===== config.mk =====
export PLATFORM = sky130hd
export DESIGN_NAME = cpu_pipeline_stage_sequencer
export DESIGN_NICKNAME = d
export VERILOG_FILES = /design/src/seq_pkg.sv /design/src/seq_if.sv /design/src/cpu_pipeline_stage_sequencer.sv /design/src/stage_tracker.sv
export SDC_FILE = /design/constraint.sdc
export NUM_CORES = 1
export LEC_CHECK = 0
export BUFFER_PORTS_ARGS = -buffer_cell sky130_fd_sc_hd__buf_2
export CAP_MARGIN = 5
export CORE_MARGIN = 2
export CORE_UTILIZATION = 45
export DETAILED_ROUTE_END_ITERATION = 8
export GPL_ROUTABILITY_DRIVEN = 0
export PLACE_DENSITY = 0.77
export SYNTH_ARGS = -nofsm -noshare
export SYNTH_HDL_FRONTEND = slang
export SYNTH_SLANG_ARGS = --single-unit

===== constraint.sdc =====
create_clock -name clk -period 4.7 [get_ports clk]
set_input_delay 0.94 -clock clk [delete_from_list [all_inputs] [get_ports clk]]
set_output_delay 0.94 -clock clk [all_outputs]
set_load 0.01 [all_outputs]

===== src/seq_pkg.sv =====
// Constants and types for the pipeline stage sequencer
package seq_pkg;
   localparam int OP_W = 5;
   typedef enum logic [4:0] {
      OP_ALU = 5'h00, OP_MOV_IMM32 = 5'h01, OP_DIV_SIGNED = 5'h02, OP_DIV_UNSIGNED = 5'h03,
      OP_SAT = 5'h04, OP_LOGIC = 5'h05, OP_BCOND = 5'h06, OP_BR_JR = 5'h07,
      OP_JUMP_AND_LINK = 5'h08, OP_JMP = 5'h09, OP_TABLE_CALL_RETURN = 5'h0A,
      OP_MEMORY_BIT_RMW = 5'h0B, OP_MEMORY_BIT_TEST = 5'h0C, OP_TABLE_CALL = 5'h0D,
      OP_IRQ_TOGGLE = 5'h0E, OP_FRAME = 5'h0F, OP_HALT = 5'h10, OP_SYSREG_WRITE = 5'h11,
      OP_SYSREG_READ = 5'h12, OP_INTERRUPT_RETURN = 5'h13, OP_SWITCH = 5'h14,
      OP_TRAP = 5'h15, OP_NOP = 5'h16
   } op_t;
   localparam logic [5:0] EX_SIGNED_DIV = 6'h23;
   localparam logic [5:0] EX_UNSIGNED_DIV = 6'h22;
   localparam logic [5:0] EX_IMM32 = 6'h02;
   localparam logic [5:0] EX_ONE = 6'h01;
   localparam logic [3:0] TRAP_CLASS_A = 4'h4;
   localparam logic [3:0] TRAP_CLASS_B = 4'h5;
   localparam logic [7:0] TRAP_VEC_BASE = 8'h40;
   localparam logic [1:0] DISCARD_ONE = 2'h1;
   localparam logic [1:0] DISCARD_TWO = 2'h2;
   localparam logic [4:0] FLAG_HAZARD_WAIT = 5'h01;
   localparam logic [4:0] SYSREG_WAIT = 5'h02;
   typedef enum logic [6:0] {
      ST_DECODE = 7'b0000001, ST_DECODE2 = 7'b0000010, ST_EXEC = 7'b0000100,
      ST_MEM = 7'b0001000, ST_FWD = 7'b0010000, ST_WB = 7'b0100000,
      ST_HALTED = 7'b1000000
   } stage_t;
endpackage


===== src/seq_if.sv =====
`timescale 1ns/10ps
// Stage activity bundle between the sequencer and its stage tracker
interface seq_if;
   logic ex_active;
   logic mem_active;
   logic wb_active;
   logic busy;
   modport drive(output ex_active, output mem_active, output wb_active, input busy);
   modport track(input ex_active, input mem_active, input wb_active, output busy);
endinterface


===== src/cpu_pipeline_stage_sequencer.sv =====
`timescale 1ns/10ps
// Contract
// - Arithmetic ops take five stages
// - Imm32 move: two execute, one idle slot
// - Signed divide: 35 execute stages
// - Unsigned divide: 34 execute stages
// - Interrupt aborts divide, restarts at divide
// - Saturating ops take five stages
// - Logic and shift ops take five stages
// - Branches resolve target in decode
// - Failed branch: one clock, no discard
// - Taken branch: two clocks, discard next
// - Flag write before taken branch: three clocks
// - Jumps discard next; link writes back
// - Bit modify: two execute, two memory
// - Bit test: one read, three clocks
// - Table call: memory, execute, discard
// - Interrupt toggle ops never sample requests
// - Frame ops: memory phase n plus one
// - Halt holds next decode until released
// - Saved-PC read after write waits
// - Interrupt return: two decodes, discard two
// - Switch: execute, memory, execute
// - Trap detects code, then makes address
module cpu_pipeline_stage_sequencer
   import seq_pkg::*;
(
   input wire logic clk,
   input wire logic reset_n,
   input wire logic clk_en,
   input wire logic issue_valid,
   input wire logic [4:0] issue_op,
   input wire logic [31:0] issue_pc,
   input wire logic [15:0] issue_code,
   input wire logic cond_true,
   input wire logic prev_writes_status,
   input wire logic prev_writes_saved_pc,
   input wire logic reads_saved_pc,
   input wire logic [4:0] list_count,
   input wire logic frame_branch,
   input wire logic irq_pending,
   input wire logic halt_release,
   output logic issue_ready,
   output logic fetch_cancel,
   output logic ex_stage,
   output logic mem_stage,
   output logic fwd_stage,
   output logic wb_write,
   output logic irq_taken,
   output logic [31:0] return_pc,
   output logic div_abort,
   output logic trap_valid,
   output logic [7:0] trap_vector,
   output logic instr_done
);
   typedef struct packed {
      stage_t st;
      op_t op;
      logic [5:0] ex_left;
      logic [5:0] mem_left;
      logic [4:0] wait_left;
      logic [1:0] discard;
      logic [31:0] pc;
      logic [15:0] code;
      logic second_mem;
      logic ready;
      logic cancel;
      logic ex_o;
      logic mem_o;
      logic fwd_o;
      logic wb_o;
      logic irq_o;
      logic [31:0] ret_o;
      logic abort_o;
      logic trap_o;
      logic [7:0] vec_o;
      logic done_o;
   } state_t;
   state_t q, n;
   seq_if act();

   stage_tracker u_tracker (
      .clk(clk),
      .reset_n(reset_n),
      .clk_en(clk_en),
      .act(act)
   );
   assign act.ex_active = q.ex_o;
   assign act.mem_active = q.mem_o;
   assign act.wb_active = q.wb_o;

   function automatic logic is_trap_code(input logic [15:0] c);
      is_trap_code = (c[15:8] == 8'h00) && (c[7:4] == TRAP_CLASS_A || c[7:4] == TRAP_CLASS_B);
   endfunction

   always_comb begin
      n = q;
      n.cancel = 1'b0;
      n.ex_o = 1'b0;
      n.mem_o = 1'b0;
      n.fwd_o = 1'b0;
      n.wb_o = 1'b0;
      n.irq_o = 1'b0;
      n.abort_o = 1'b0;
      n.trap_o = 1'b0;
      n.done_o = 1'b0;
      if (q.discard != 2'h0) begin
         n.cancel = 1'b1;
         n.discard = q.discard - 2'h1;
      end
      unique case (q.st)
         ST_DECODE: begin
            n.ready = 1'b1;
            if (issue_valid && q.ready) begin
               n.op = op_t'(issue_op);
               n.pc = issue_pc;
               n.code = issue_code;
               n.ex_left = EX_ONE;
               n.mem_left = 6'h00;
               n.second_mem = 1'b0;
               n.wait_left = 5'h00;
               n.ready = 1'b0;
               n.st = ST_EXEC;
               unique case (op_t'(issue_op))
                  OP_MOV_IMM32: n.ex_left = EX_IMM32;
                  OP_DIV_SIGNED: n.ex_left = EX_SIGNED_DIV;
                  OP_DIV_UNSIGNED: n.ex_left = EX_UNSIGNED_DIV;
                  OP_BCOND: begin
                     // Target is known here, the back end stays idle
                     if (prev_writes_status && cond_true) begin
                        n.wait_left = FLAG_HAZARD_WAIT;
                        n.st = ST_DECODE2;
                     end else if (cond_true) begin
                        n.discard = DISCARD_ONE;
                        n.st = ST_DECODE;
                        n.done_o = 1'b1;
                     end else begin
                        n.st = ST_DECODE;
                        n.ready = 1'b1;
                        n.done_o = 1'b1;
                     end
                  end
                  OP_BR_JR, OP_JMP, OP_TABLE_CALL_RETURN: begin
                     n.discard = DISCARD_ONE;
                     n.st = ST_DECODE;
                     n.done_o = 1'b1;
                  end
                  OP_JUMP_AND_LINK: begin
                     n.discard = DISCARD_ONE;
                     n.st = ST_WB;
                  end
                  OP_MEMORY_BIT_RMW, OP_MEMORY_BIT_TEST, OP_SWITCH: begin
                     n.mem_left = 6'h01;
                     n.second_mem = (op_t'(issue_op) != OP_MEMORY_BIT_TEST);
                  end
                  OP_TABLE_CALL: begin
                     n.mem_left = 6'h01;
                     n.discard = DISCARD_ONE;
                     n.st = ST_MEM;
                  end
                  OP_FRAME: begin
                     n.mem_left = {1'b0, list_count} + 6'h01;
                     if (frame_branch) begin
                        n.discard = DISCARD_ONE;
                     end
                  end
                  OP_INTERRUPT_RETURN: begin
                     n.discard = DISCARD_TWO;
                     n.st = ST_DECODE2;
                  end
                  OP_TRAP: begin
                     n.st = ST_DECODE2;
                     n.discard = DISCARD_ONE;
                  end
                  OP_SYSREG_READ: begin
                     if (prev_writes_saved_pc && reads_saved_pc) begin
                        n.wait_left = SYSREG_WAIT;
                        n.st = ST_DECODE2;
                     end
                  end
                  default: begin
                  end
               endcase
            end
         end
         ST_DECODE2: begin
            if (q.wait_left > 5'h01) begin
               n.wait_left = q.wait_left - 5'h01;
            end else begin
               n.wait_left = 5'h00;
               unique case (q.op)
                  OP_BCOND: begin
                     n.discard = DISCARD_ONE;
                     n.st = ST_DECODE;
                     n.done_o = 1'b1;
                  end
                  OP_TRAP: begin
                     n.trap_o = is_trap_code(q.code);
                     n.vec_o = TRAP_VEC_BASE + {3'h0, q.code[4:0]};
                     n.st = ST_EXEC;
                  end
                  default: n.st = ST_EXEC;
               endcase
            end
         end
         ST_EXEC: begin
            n.ex_o = 1'b1;
            // Toggle ops and the back end of a divide-free flow ignore requests
            if ((q.op == OP_DIV_SIGNED || q.op == OP_DIV_UNSIGNED) && irq_pending) begin
               n.abort_o = 1'b1;
               n.irq_o = 1'b1;
               n.ret_o = q.pc;
               n.ex_o = 1'b0;
               n.st = ST_DECODE;
            end else if (q.ex_left > EX_ONE) begin
               n.ex_left = q.ex_left - 6'h01;
            end else if (q.mem_left != 6'h00) begin
               n.st = ST_MEM;
            end else if (q.op == OP_HALT) begin
               n.st = ST_HALTED;
            end else if (q.op == OP_IRQ_TOGGLE || q.op == OP_TRAP || q.op == OP_SWITCH ||
                         q.op == OP_INTERRUPT_RETURN || q.op == OP_NOP) begin
               // Switch ends after its second execute, write-back stays idle
               n.st = ST_DECODE;
               n.ready = 1'b1;
               n.done_o = 1'b1;
            end else begin
               n.st = ST_FWD;
            end
         end
         ST_MEM: begin
            n.mem_o = 1'b1;
            if (q.mem_left > 6'h01) begin
               n.mem_left = q.mem_left - 6'h01;
            end else if (q.second_mem || q.op == OP_TABLE_CALL) begin
               n.second_mem = 1'b0;
               n.mem_left = (q.op == OP_MEMORY_BIT_RMW) ? 6'h01 : 6'h00;
               n.ex_left = EX_ONE;
               n.op = (q.op == OP_TABLE_CALL) ? OP_NOP : q.op;
               n.st = ST_EXEC;
            end else begin
               n.mem_left = 6'h00;
               n.st = (q.op == OP_FRAME) ? ST_WB : ST_DECODE;
               n.done_o = (q.op != OP_FRAME);
            end
         end
         ST_FWD: begin
            n.fwd_o = 1'b1;
            n.st = ST_WB;
         end
         ST_WB: begin
            n.wb_o = 1'b1;
            n.st = ST_DECODE;
            n.ready = 1'b1;
            n.done_o = 1'b1;
         end
         ST_HALTED: begin
            if (halt_release) begin
               n.st = ST_DECODE;
               n.done_o = 1'b1;
            end
         end
         default: n.st = ST_DECODE;
      endcase
      // Decode is held while any fetch is still being thrown away
      if (n.st == ST_DECODE && n.discard != 2'h0) begin
         n.ready = 1'b0;
      end else if (n.st == ST_DECODE) begin
         n.ready = 1'b1;
      end
   end

   always_ff @(posedge clk or negedge reset_n) begin
      if (!reset_n) begin
         q <= '{st: ST_DECODE, op: OP_NOP, default: '0};
      end else if (clk_en) begin
         q <= n;
      end
   end

   assign issue_ready = q.ready;
   assign fetch_cancel = q.cancel;
   assign ex_stage = q.ex_o;
   assign mem_stage = q.mem_o;
   assign fwd_stage = q.fwd_o;
   assign wb_write = q.wb_o;
   assign irq_taken = q.irq_o;
   assign return_pc = q.ret_o;
   assign div_abort = q.abort_o;
   assign trap_valid = q.trap_o;
   assign trap_vector = q.vec_o;
   assign instr_done = q.done_o;

   a_halt_holds: assert property (@(posedge clk) disable iff (!reset_n)
      (q.st == ST_HALTED && !halt_release) |=> !issue_ready)
      else $error("Decode released during halt");
   a_div_abort_pc: assert property (@(posedge clk) disable iff (!reset_n)
      div_abort |-> (return_pc == q.pc && irq_taken))
      else $error("Divide abort return point wrong");
   a_taken_cancel: assert property (@(posedge clk) disable iff (!reset_n)
      (clk_en && q.st == ST_DECODE && issue_valid && q.ready && issue_op == OP_BCOND
       && cond_true && !prev_writes_status) |=> ##1 fetch_cancel)
      else $error("Taken branch kept next fetch");
   a_fail_noncancel: assert property (@(posedge clk) disable iff (!reset_n)
      (clk_en && q.st == ST_DECODE && q.discard == 2'h0 && issue_valid && q.ready
       && issue_op == OP_BCOND && !cond_true) |=> (!fetch_cancel && issue_ready))
      else $error("Failed branch stalled");
   a_alu_flow: assert property (@(posedge clk) disable iff (!reset_n)
      (clk_en && q.st == ST_DECODE && issue_valid && q.ready && issue_op == OP_ALU) ##1 clk_en
      |=> (ex_stage ##1 fwd_stage ##1 wb_write))
      else $error("Arithmetic flow wrong");
   a_halt_idle: assert property (@(posedge clk) disable iff (!reset_n)
      (clk_en && q.st == ST_HALTED) [*3] |-> !act.busy)
      else $error("Back end active during halt");
   a_toggle_noirq: assert property (@(posedge clk) disable iff (!reset_n)
      (q.op == OP_IRQ_TOGGLE) |-> !irq_taken)
      else $error("Toggle op sampled interrupt");
   a_ret_discard: assert property (@(posedge clk) disable iff (!reset_n)
      (clk_en && q.st == ST_DECODE && issue_valid && q.ready && issue_op == OP_INTERRUPT_RETURN)
      |=> (q.discard == DISCARD_TWO))
      else $error("Interrupt return discard count wrong");
   a_sysreg_wait: assert property (@(posedge clk) disable iff (!reset_n)
      (clk_en && q.st == ST_DECODE && issue_valid && q.ready && issue_op == OP_SYSREG_READ
       && prev_writes_saved_pc && reads_saved_pc) |=> (q.st == ST_DECODE2))
      else $error("Saved-PC read did not wait");
endmodule


===== src/stage_tracker.sv =====
`timescale 1ns/10ps
// Counts consecutive cycles with an execute, memory or write-back stage active
module stage_tracker
   import seq_pkg::*;
(
   input wire logic clk,
   input wire logic reset_n,
   input wire logic clk_en,
   seq_if.track act
);
   typedef struct packed {
      logic [7:0] cycles;
   } trk_t;
   trk_t q, next_q;
   always_comb begin
      next_q = q;
      if (act.ex_active || act.mem_active || act.wb_active) begin
         next_q.cycles = q.cycles + 8'h01;
      end else begin
         next_q.cycles = 8'h00;
      end
   end
   always_ff @(posedge clk or negedge reset_n) begin
      if (!reset_n) begin
         q <= '0;
      end else if (clk_en) begin
         q <= next_q;
      end
   end
   assign act.busy = (q.cycles != 8'h00);
endmodule


==> results of run 1 <==
through the flow:
step	area [um2]	worst slack (ns)	total power, W	hold slack (ns)
global route	7620	1.59	0.00374	0.500
detailed placement	7000	1.53	0.00221	0.469
floorplan	6580	2.28	0.00201	0.436
CTS	7620	1.77	0.00357	0.483
finish	7620	1.80	0.00354	0.479
global placement	7000	1.57	0.00217	0.444
worst register-to-register path, delay by kind of cell (launching register included):
kind                   cells  cell delay [ns]
flip-flops                 1             0.64
AND/OR/NAND/NOR            4             1.38
buffers and inverters      1             0.44
multiplexers               1             0.32
area by class of cell:
| cell class | count | area, um2 |
|---|---|---|
| Tap cell | 184 | 230 |
| Fill cell | 1301 | 6810 |
| Inverter | 20 | 75.1 |
| Clock inverter | 15 | 186 |
| Multi-Input combinational cell | 399 | 2900 |
| Sequential cell | 127 | 3180 |
| Clock buffer | 17 | 425 |
| Timing Repair Buffer | 120 | 613 |
cells by family (layout without fill, tap and decap cells):
logic type,count (synthesis),count (layout)
AO/OA/AOI/OAI,118,118
XOR/XNOR,4,4
adder cells (fa/ha/maj),8,8
buffers and inverters,88,172
flip-flops,127,127
multiplexers,90,90
other,1,2
AND/OR/NAND/NOR,177,177
routing by layer:
layer	vias to the layer above	routed length, um	part of all wire (%)	global-route usage, %
met4	0	229	1.6	6.73
met1	2328	6230	43	24.3
met5	-	0	0	0
li1	2319	-	-	-
met2	194	6880	47	30.7
met3	21	1310	8.9	8.46
worst paths after layout:
kind | slack, ns | startpoint | end
worst max-delay path | 1.80 | q[123] | q[62]
min in group asynchronous | 0.65 | reset_n | q[118]
max in group asynchronous | 3.10 | reset_n | q[123]
worst min-delay path | 0.48 | q[93] | return_pc[26]
worst max register to register | 1.80 | q[123] | q[62]
worst min register to register | 0.48 | q[93] | return_pc[26]
synthesized netlist by cell type (3+ instances only):
cell type	number	area, um2
a31oi_1	6	37.5
dfrtp_1	123	3080
or3_1	3	18.8
nor3_1	14	70.1
inv_1	20	75.1
and2_1	4	25.0
ha_1	8	100
nand2b_1	12	75.1
a211oi_1	3	22.5
buf_4	41	308
a21oi_1	22	110
nand2_1	36	135
mux2_1	25	282
o22ai_1	3	18.8
dfstp_2	4	105
nor3b_1	3	22.5
buf_2	12	60.1
o21ai_1	6	30.0
o2111ai_1	3	26.3
a22oi_1	5	37.5
mux2_2	64	721
nor2_1	40	150
nor2b_1	9	56.3
o31ai_1	4	30.0
xor2_1	3	26.3
clkbuf_1	15	56.3
nand4_1	4	25.0
and3_1	3	18.8
nor4_1	3	18.8
a22o_1	5	43.8
o21ai_0	32	160
nand3_1	21	105
and4b_1	5	50.1
o211ai_1	4	30.0
state kept, by name (all words and copies together), names as in the netlist:
| signal | flops |
|---|---|
| ex_stage | 1 |
| fetch_cancel | 1 |
| fwd_stage | 1 |
| instr_done | 1 |
| irq_taken | 1 |
| issue_ready | 1 |
| mem_stage | 1 |
| q | 80 |
| return_pc | 32 |
| trap_valid | 1 |
| trap_vector | 6 |
| wb_write | 1 |
report_power, final:
group / internal, W / leakage, nW / switching (W)
combinational: 0.000318 / 1.75 / 0.000327
clock: 0.000841 / 0.303 / 0.000508
sequential: 0.00137 / 1.66 / 0.000179
total: 0.00253 / 3.71 / 0.00101
==> run summary, run 1 <==
TritonCTS clock tree = yes
WS Path Type = flop to flop
CTS max path bufs = 2
compound-cell area share of the yosys netlist = 11.7%
Tcrit/Tclk final = 61.7%
Area growth syn-to-layout = 15.9%
WL/cell = 16.6 um
commonest non-fill, non-tap cell in the layout = dfrtp_1
Post-Syn Area = 0.00657 mm2
WP buf/inv = 1
clock latency on the worst-skew pair = 0.42 ns
nets = 762
Ys Warns = 0
Hold Path Cell Cnt = 1
Final setup viols = 0
non-filler instance count after layout = 882
CP top delay family = simple AND/OR/NAND/NOR gates
# Post-CTS Setup Buffers = 0
DR vias/cell = 5.51
Setup crit end kind = flop
Hold/Removal Path Class = flop to flop
Post-Synth Adder-Cell Area = 1.52%
ANT nets after route = 0
Cell Rows = 44
critical path data required time = 5.00 ns
Global Route Usage Sum = 19.6%
drt drc = 0
via count = 4862
Post-synth top flop = dfrtp_1
Worst Skew = 0.0115 ns
IO Pins = 119
cell count after placement = 850
max-cap check violation count = 0
Final Hold Fails = 0
CTS Buf Count = 17
clk root buf = clkbuf_16
critical path, cell by cell = and2b_2, nand3_1, nor2_1, nand2_2, buf_4, mux2_1
Die Wd = 125 um
Clk pin slew, worst setup/hold paths = 0.06 ns
max-slew violations = 0
Netlist cell types = 70
Port-buffer cells = 116
unrepaired setup endpoints after global routing = false
Synth Area in Simple Gates = 14.8%
core area = 0.0144 mm2
Slew @ Worst Pin = 1.08 ns
Mapped Cells = 613
PwrDens = 465 mW/mm2
layout cells sized above 1 = 33.2%
post-cts sizing count = 0
first-pass GRT wire length = 24.2 mm
Avg Cell Area, Syn = 10.7 um2
Slowest cell on crit path = nand2_2
WP depth = 6
type of origin of the critical path = flop
vias in the first global route = 4810
Die ar. = 0.0156 mm2
Slew HR = 27.6%
drt pass-1 iters = 5
ANT cells = 0
worst-case reg-to-reg path depth = 6
largest net degree at the start of global routing = 73
outcome = completed
Post-Synth XOR/XNOR Area = 0.533%
VDD IR-drop max = 0.316 mV
Seq/Total Area, Yosys = 48.4%
Post-synth ARST share = 100%
flops & latches, synth = 127
Die Y = 125 um
post-DP HPWL = 10.2 mm
antenna violations before repair = 0
CTS sink count = 127
max incr delay on CP = 0.69 ns
number of synthesized flops with an enable pin = 0
critical path peak fanout = 42
largest family of logic cells by synthesized area = multiplexers
DRT iter0 DRCs = 430
mux cell area share after synthesis = 15.4%
WP data arrival = 3.20 ns
Starting Density = 45.6%
leakage power = 3.71 nW
final wirelength = 14.7 mm
f_max = 0.345 GHz
htree depth = 4
Sum Neg Setup Slack = 0 ns
final worst path period need = 2.90 ns
Hold-fix buffers, CTS = 0
most frequent cells in the layout = 123 x dfrtp_1, 115 x buf_2, 64 x mux2_2
Core Util, Final = 52.8%
GRT overflow = 0
No activity file was read; power rests on OpenSTA's default activity.
==> run 2: changes to the inputs <==
Clock period 4.7 ns to 2.7 ns, I/O delays scaled along.
==> run summary, run 2 (synthesized netlist as in run 1, its figures left out) <==
outcome = completed
critical path peak fanout = 22
Clk pin slew, worst setup/hold paths = 0.06 ns
Final Hold Fails = 0
non-filler instance count after layout = 897
most frequent cells in the layout = 123 x dfrtp_1, 115 x buf_2, 64 x mux2_2
vias in the first global route = 4871
max-cap check violation count = 0
first-pass GRT wire length = 24.2 mm
htree depth = 4
Net Switching = 0.00181 W
leakage power = 3.77 nW
ANT cells = 0
DRT iter0 DRCs = 427
Largest register FFs = 80
FILL cells = 1252
WP data arrival = 2.60 ns
Global Route Usage Sum = 19.4%
antenna violations before repair = 0
Worst Skew = 0.00801 ns
Sum Neg Setup Slack = 0 ns
Most flops, register = q
Sw Share = 29.4%
Hold-fix buffers, CTS = 0
cell count after placement = 865
Die Y = 125 um
core area = 0.0144 mm2
type of origin of the critical path = flop
Final setup viols = 0
# Post-CTS Setup Buffers = 0
CTS max path bufs = 2
Hold/Removal Path Class = input port to async pin
CTS Buf Count = 17
Port-buffer cells = 116
Setup crit end kind = flop
Slew @ Worst Pin = 0.706 ns
f_max = 0.435 GHz
Tcrit/Tclk final = 85.0%
TritonCTS clock tree = yes
drt pass-1 iters = 5
layout cells sized above 1 = 34.6%
final worst path period need = 2.30 ns
clock network power share = 37.5%
post-DP HPWL = 10.5 mm
Slew HR = 52.9%
largest net degree at the start of global routing = 53
IO Pins = 119
critical path data required time = 3.00 ns
Starting Density = 45.6%
post-cts sizing count = 0
ANT nets after route = 0
sequential share of power = 43.7%
part of the power in combinational logic = 18.8%
Cell Int Power = 0.00435 W
clk root buf = clkbuf_16
WL/cell = 16.3 um
PwrDens = 798 mW/mm2
WS Path Type = flop to flop
via count = 4955
DR vias/cell = 5.52
origin of the critical flop-to-flop path = q[123]
max-slew violations = 0
Core Util, Final = 53.6%
GRT overflow = 0
Die ar. = 0.0156 mm2
unrepaired setup endpoints after global routing = false
total power = 0.00617 W
commonest non-fill, non-tap cell in the layout = dfrtp_1
Cell Rows = 44
drt drc = 0
Setup crit start = q[123]
Area growth syn-to-layout = 17.5%
final wirelength = 14.6 mm
Die Wd = 125 um
VDD IR-drop max = 0.483 mV
clock latency on the worst-skew pair = 0.42 ns
nets = 777
CTS sink count = 127
run 2: changes by cell type in the layout (fill, tap and decap cells not counted):
cell	before	now
buf_4	5	19
inv_6	2	8
clkinv_4	6	1
clkinv_2	3	1
clkinvlp_4	0	2
buf_12	0	1
bufinv_16	3	2
run 2: power by group through the flow:
stage | Combinational [W] | Clock, W | Sequential, W
2_1_floorplan | 0.000899 | 0 | 0.00260
3_3_place_gp | 0.00112 | 0 | 0.00270
3_5_place_dp | 0.00116 | 0 | 0.00272
4_1_cts | 0.00117 | 0.00236 | 0.00269
5_1_grt | 0.00130 | 0.00245 | 0.00276
6_report | 0.00116 | 0.00231 | 0.00269
run 2: final timing paths:
kind                                  end  slack (ns)  depth (start not counted)
max reg2reg                         q[67]        0.40                          6
max                                 q[67]        0.40                          6
min                             mem_stage        0.17                          1
min in group clk                    q[57]        0.33                          2
max in group asynchronous          q[122]        1.81                          2
min reg2reg                trap_vector[6]        0.48                          1
run 2: stage by stage:
step / hold slack, ns / setup WS, ns / instance area, um2
floorplan: 0.244 / 0.603 / 6580
global placement: 0.446 / 0.425 / 7130
detailed placement: 0.461 / 0.413 / 7130
CTS: 0.183 / 0.405 / 7720
global route: 0.220 / 0.274 / 7720
finish: 0.172 / 0.404 / 7720
run 2: cell type report:
class / instances / area [um2] / area share, %
Clock buffer: 17 / 425 / 5.51
Clock inverter: 15 / 170 / 2.20
Inverter: 20 / 75.1 / 0.972
Multi-Input combinational cell: 399 / 2900 / 37.6
Sequential cell: 127 / 3180 / 41.2
Tap cell: 184 / 230 / 2.98
Timing Repair Buffer: 135 / 738 / 9.56
run 2: per-layer routing:
| layer | vias to the layer above | part of all wire (%) | track usage [%] |
|---|---|---|---|
| li1 | 2352 | - | - |
| met1 | 2368 | 44 | 25.2 |
| met2 | 204 | 46 | 29.8 |
| met3 | 31 | 8.5 | 6.70 |
| met4 | 0 | 2.0 | 8.24 |
| met5 | - | 0 | 0 |
run 2: critical path, stage by stage, from the launching register on:
cell,delay [ns]
dfstp_2,0.62
and2b_2,0.21
nand3_1,0.13
nor2_1,0.23
nand2_2,0.39
buf_4,0.32
mux2_2,0.27
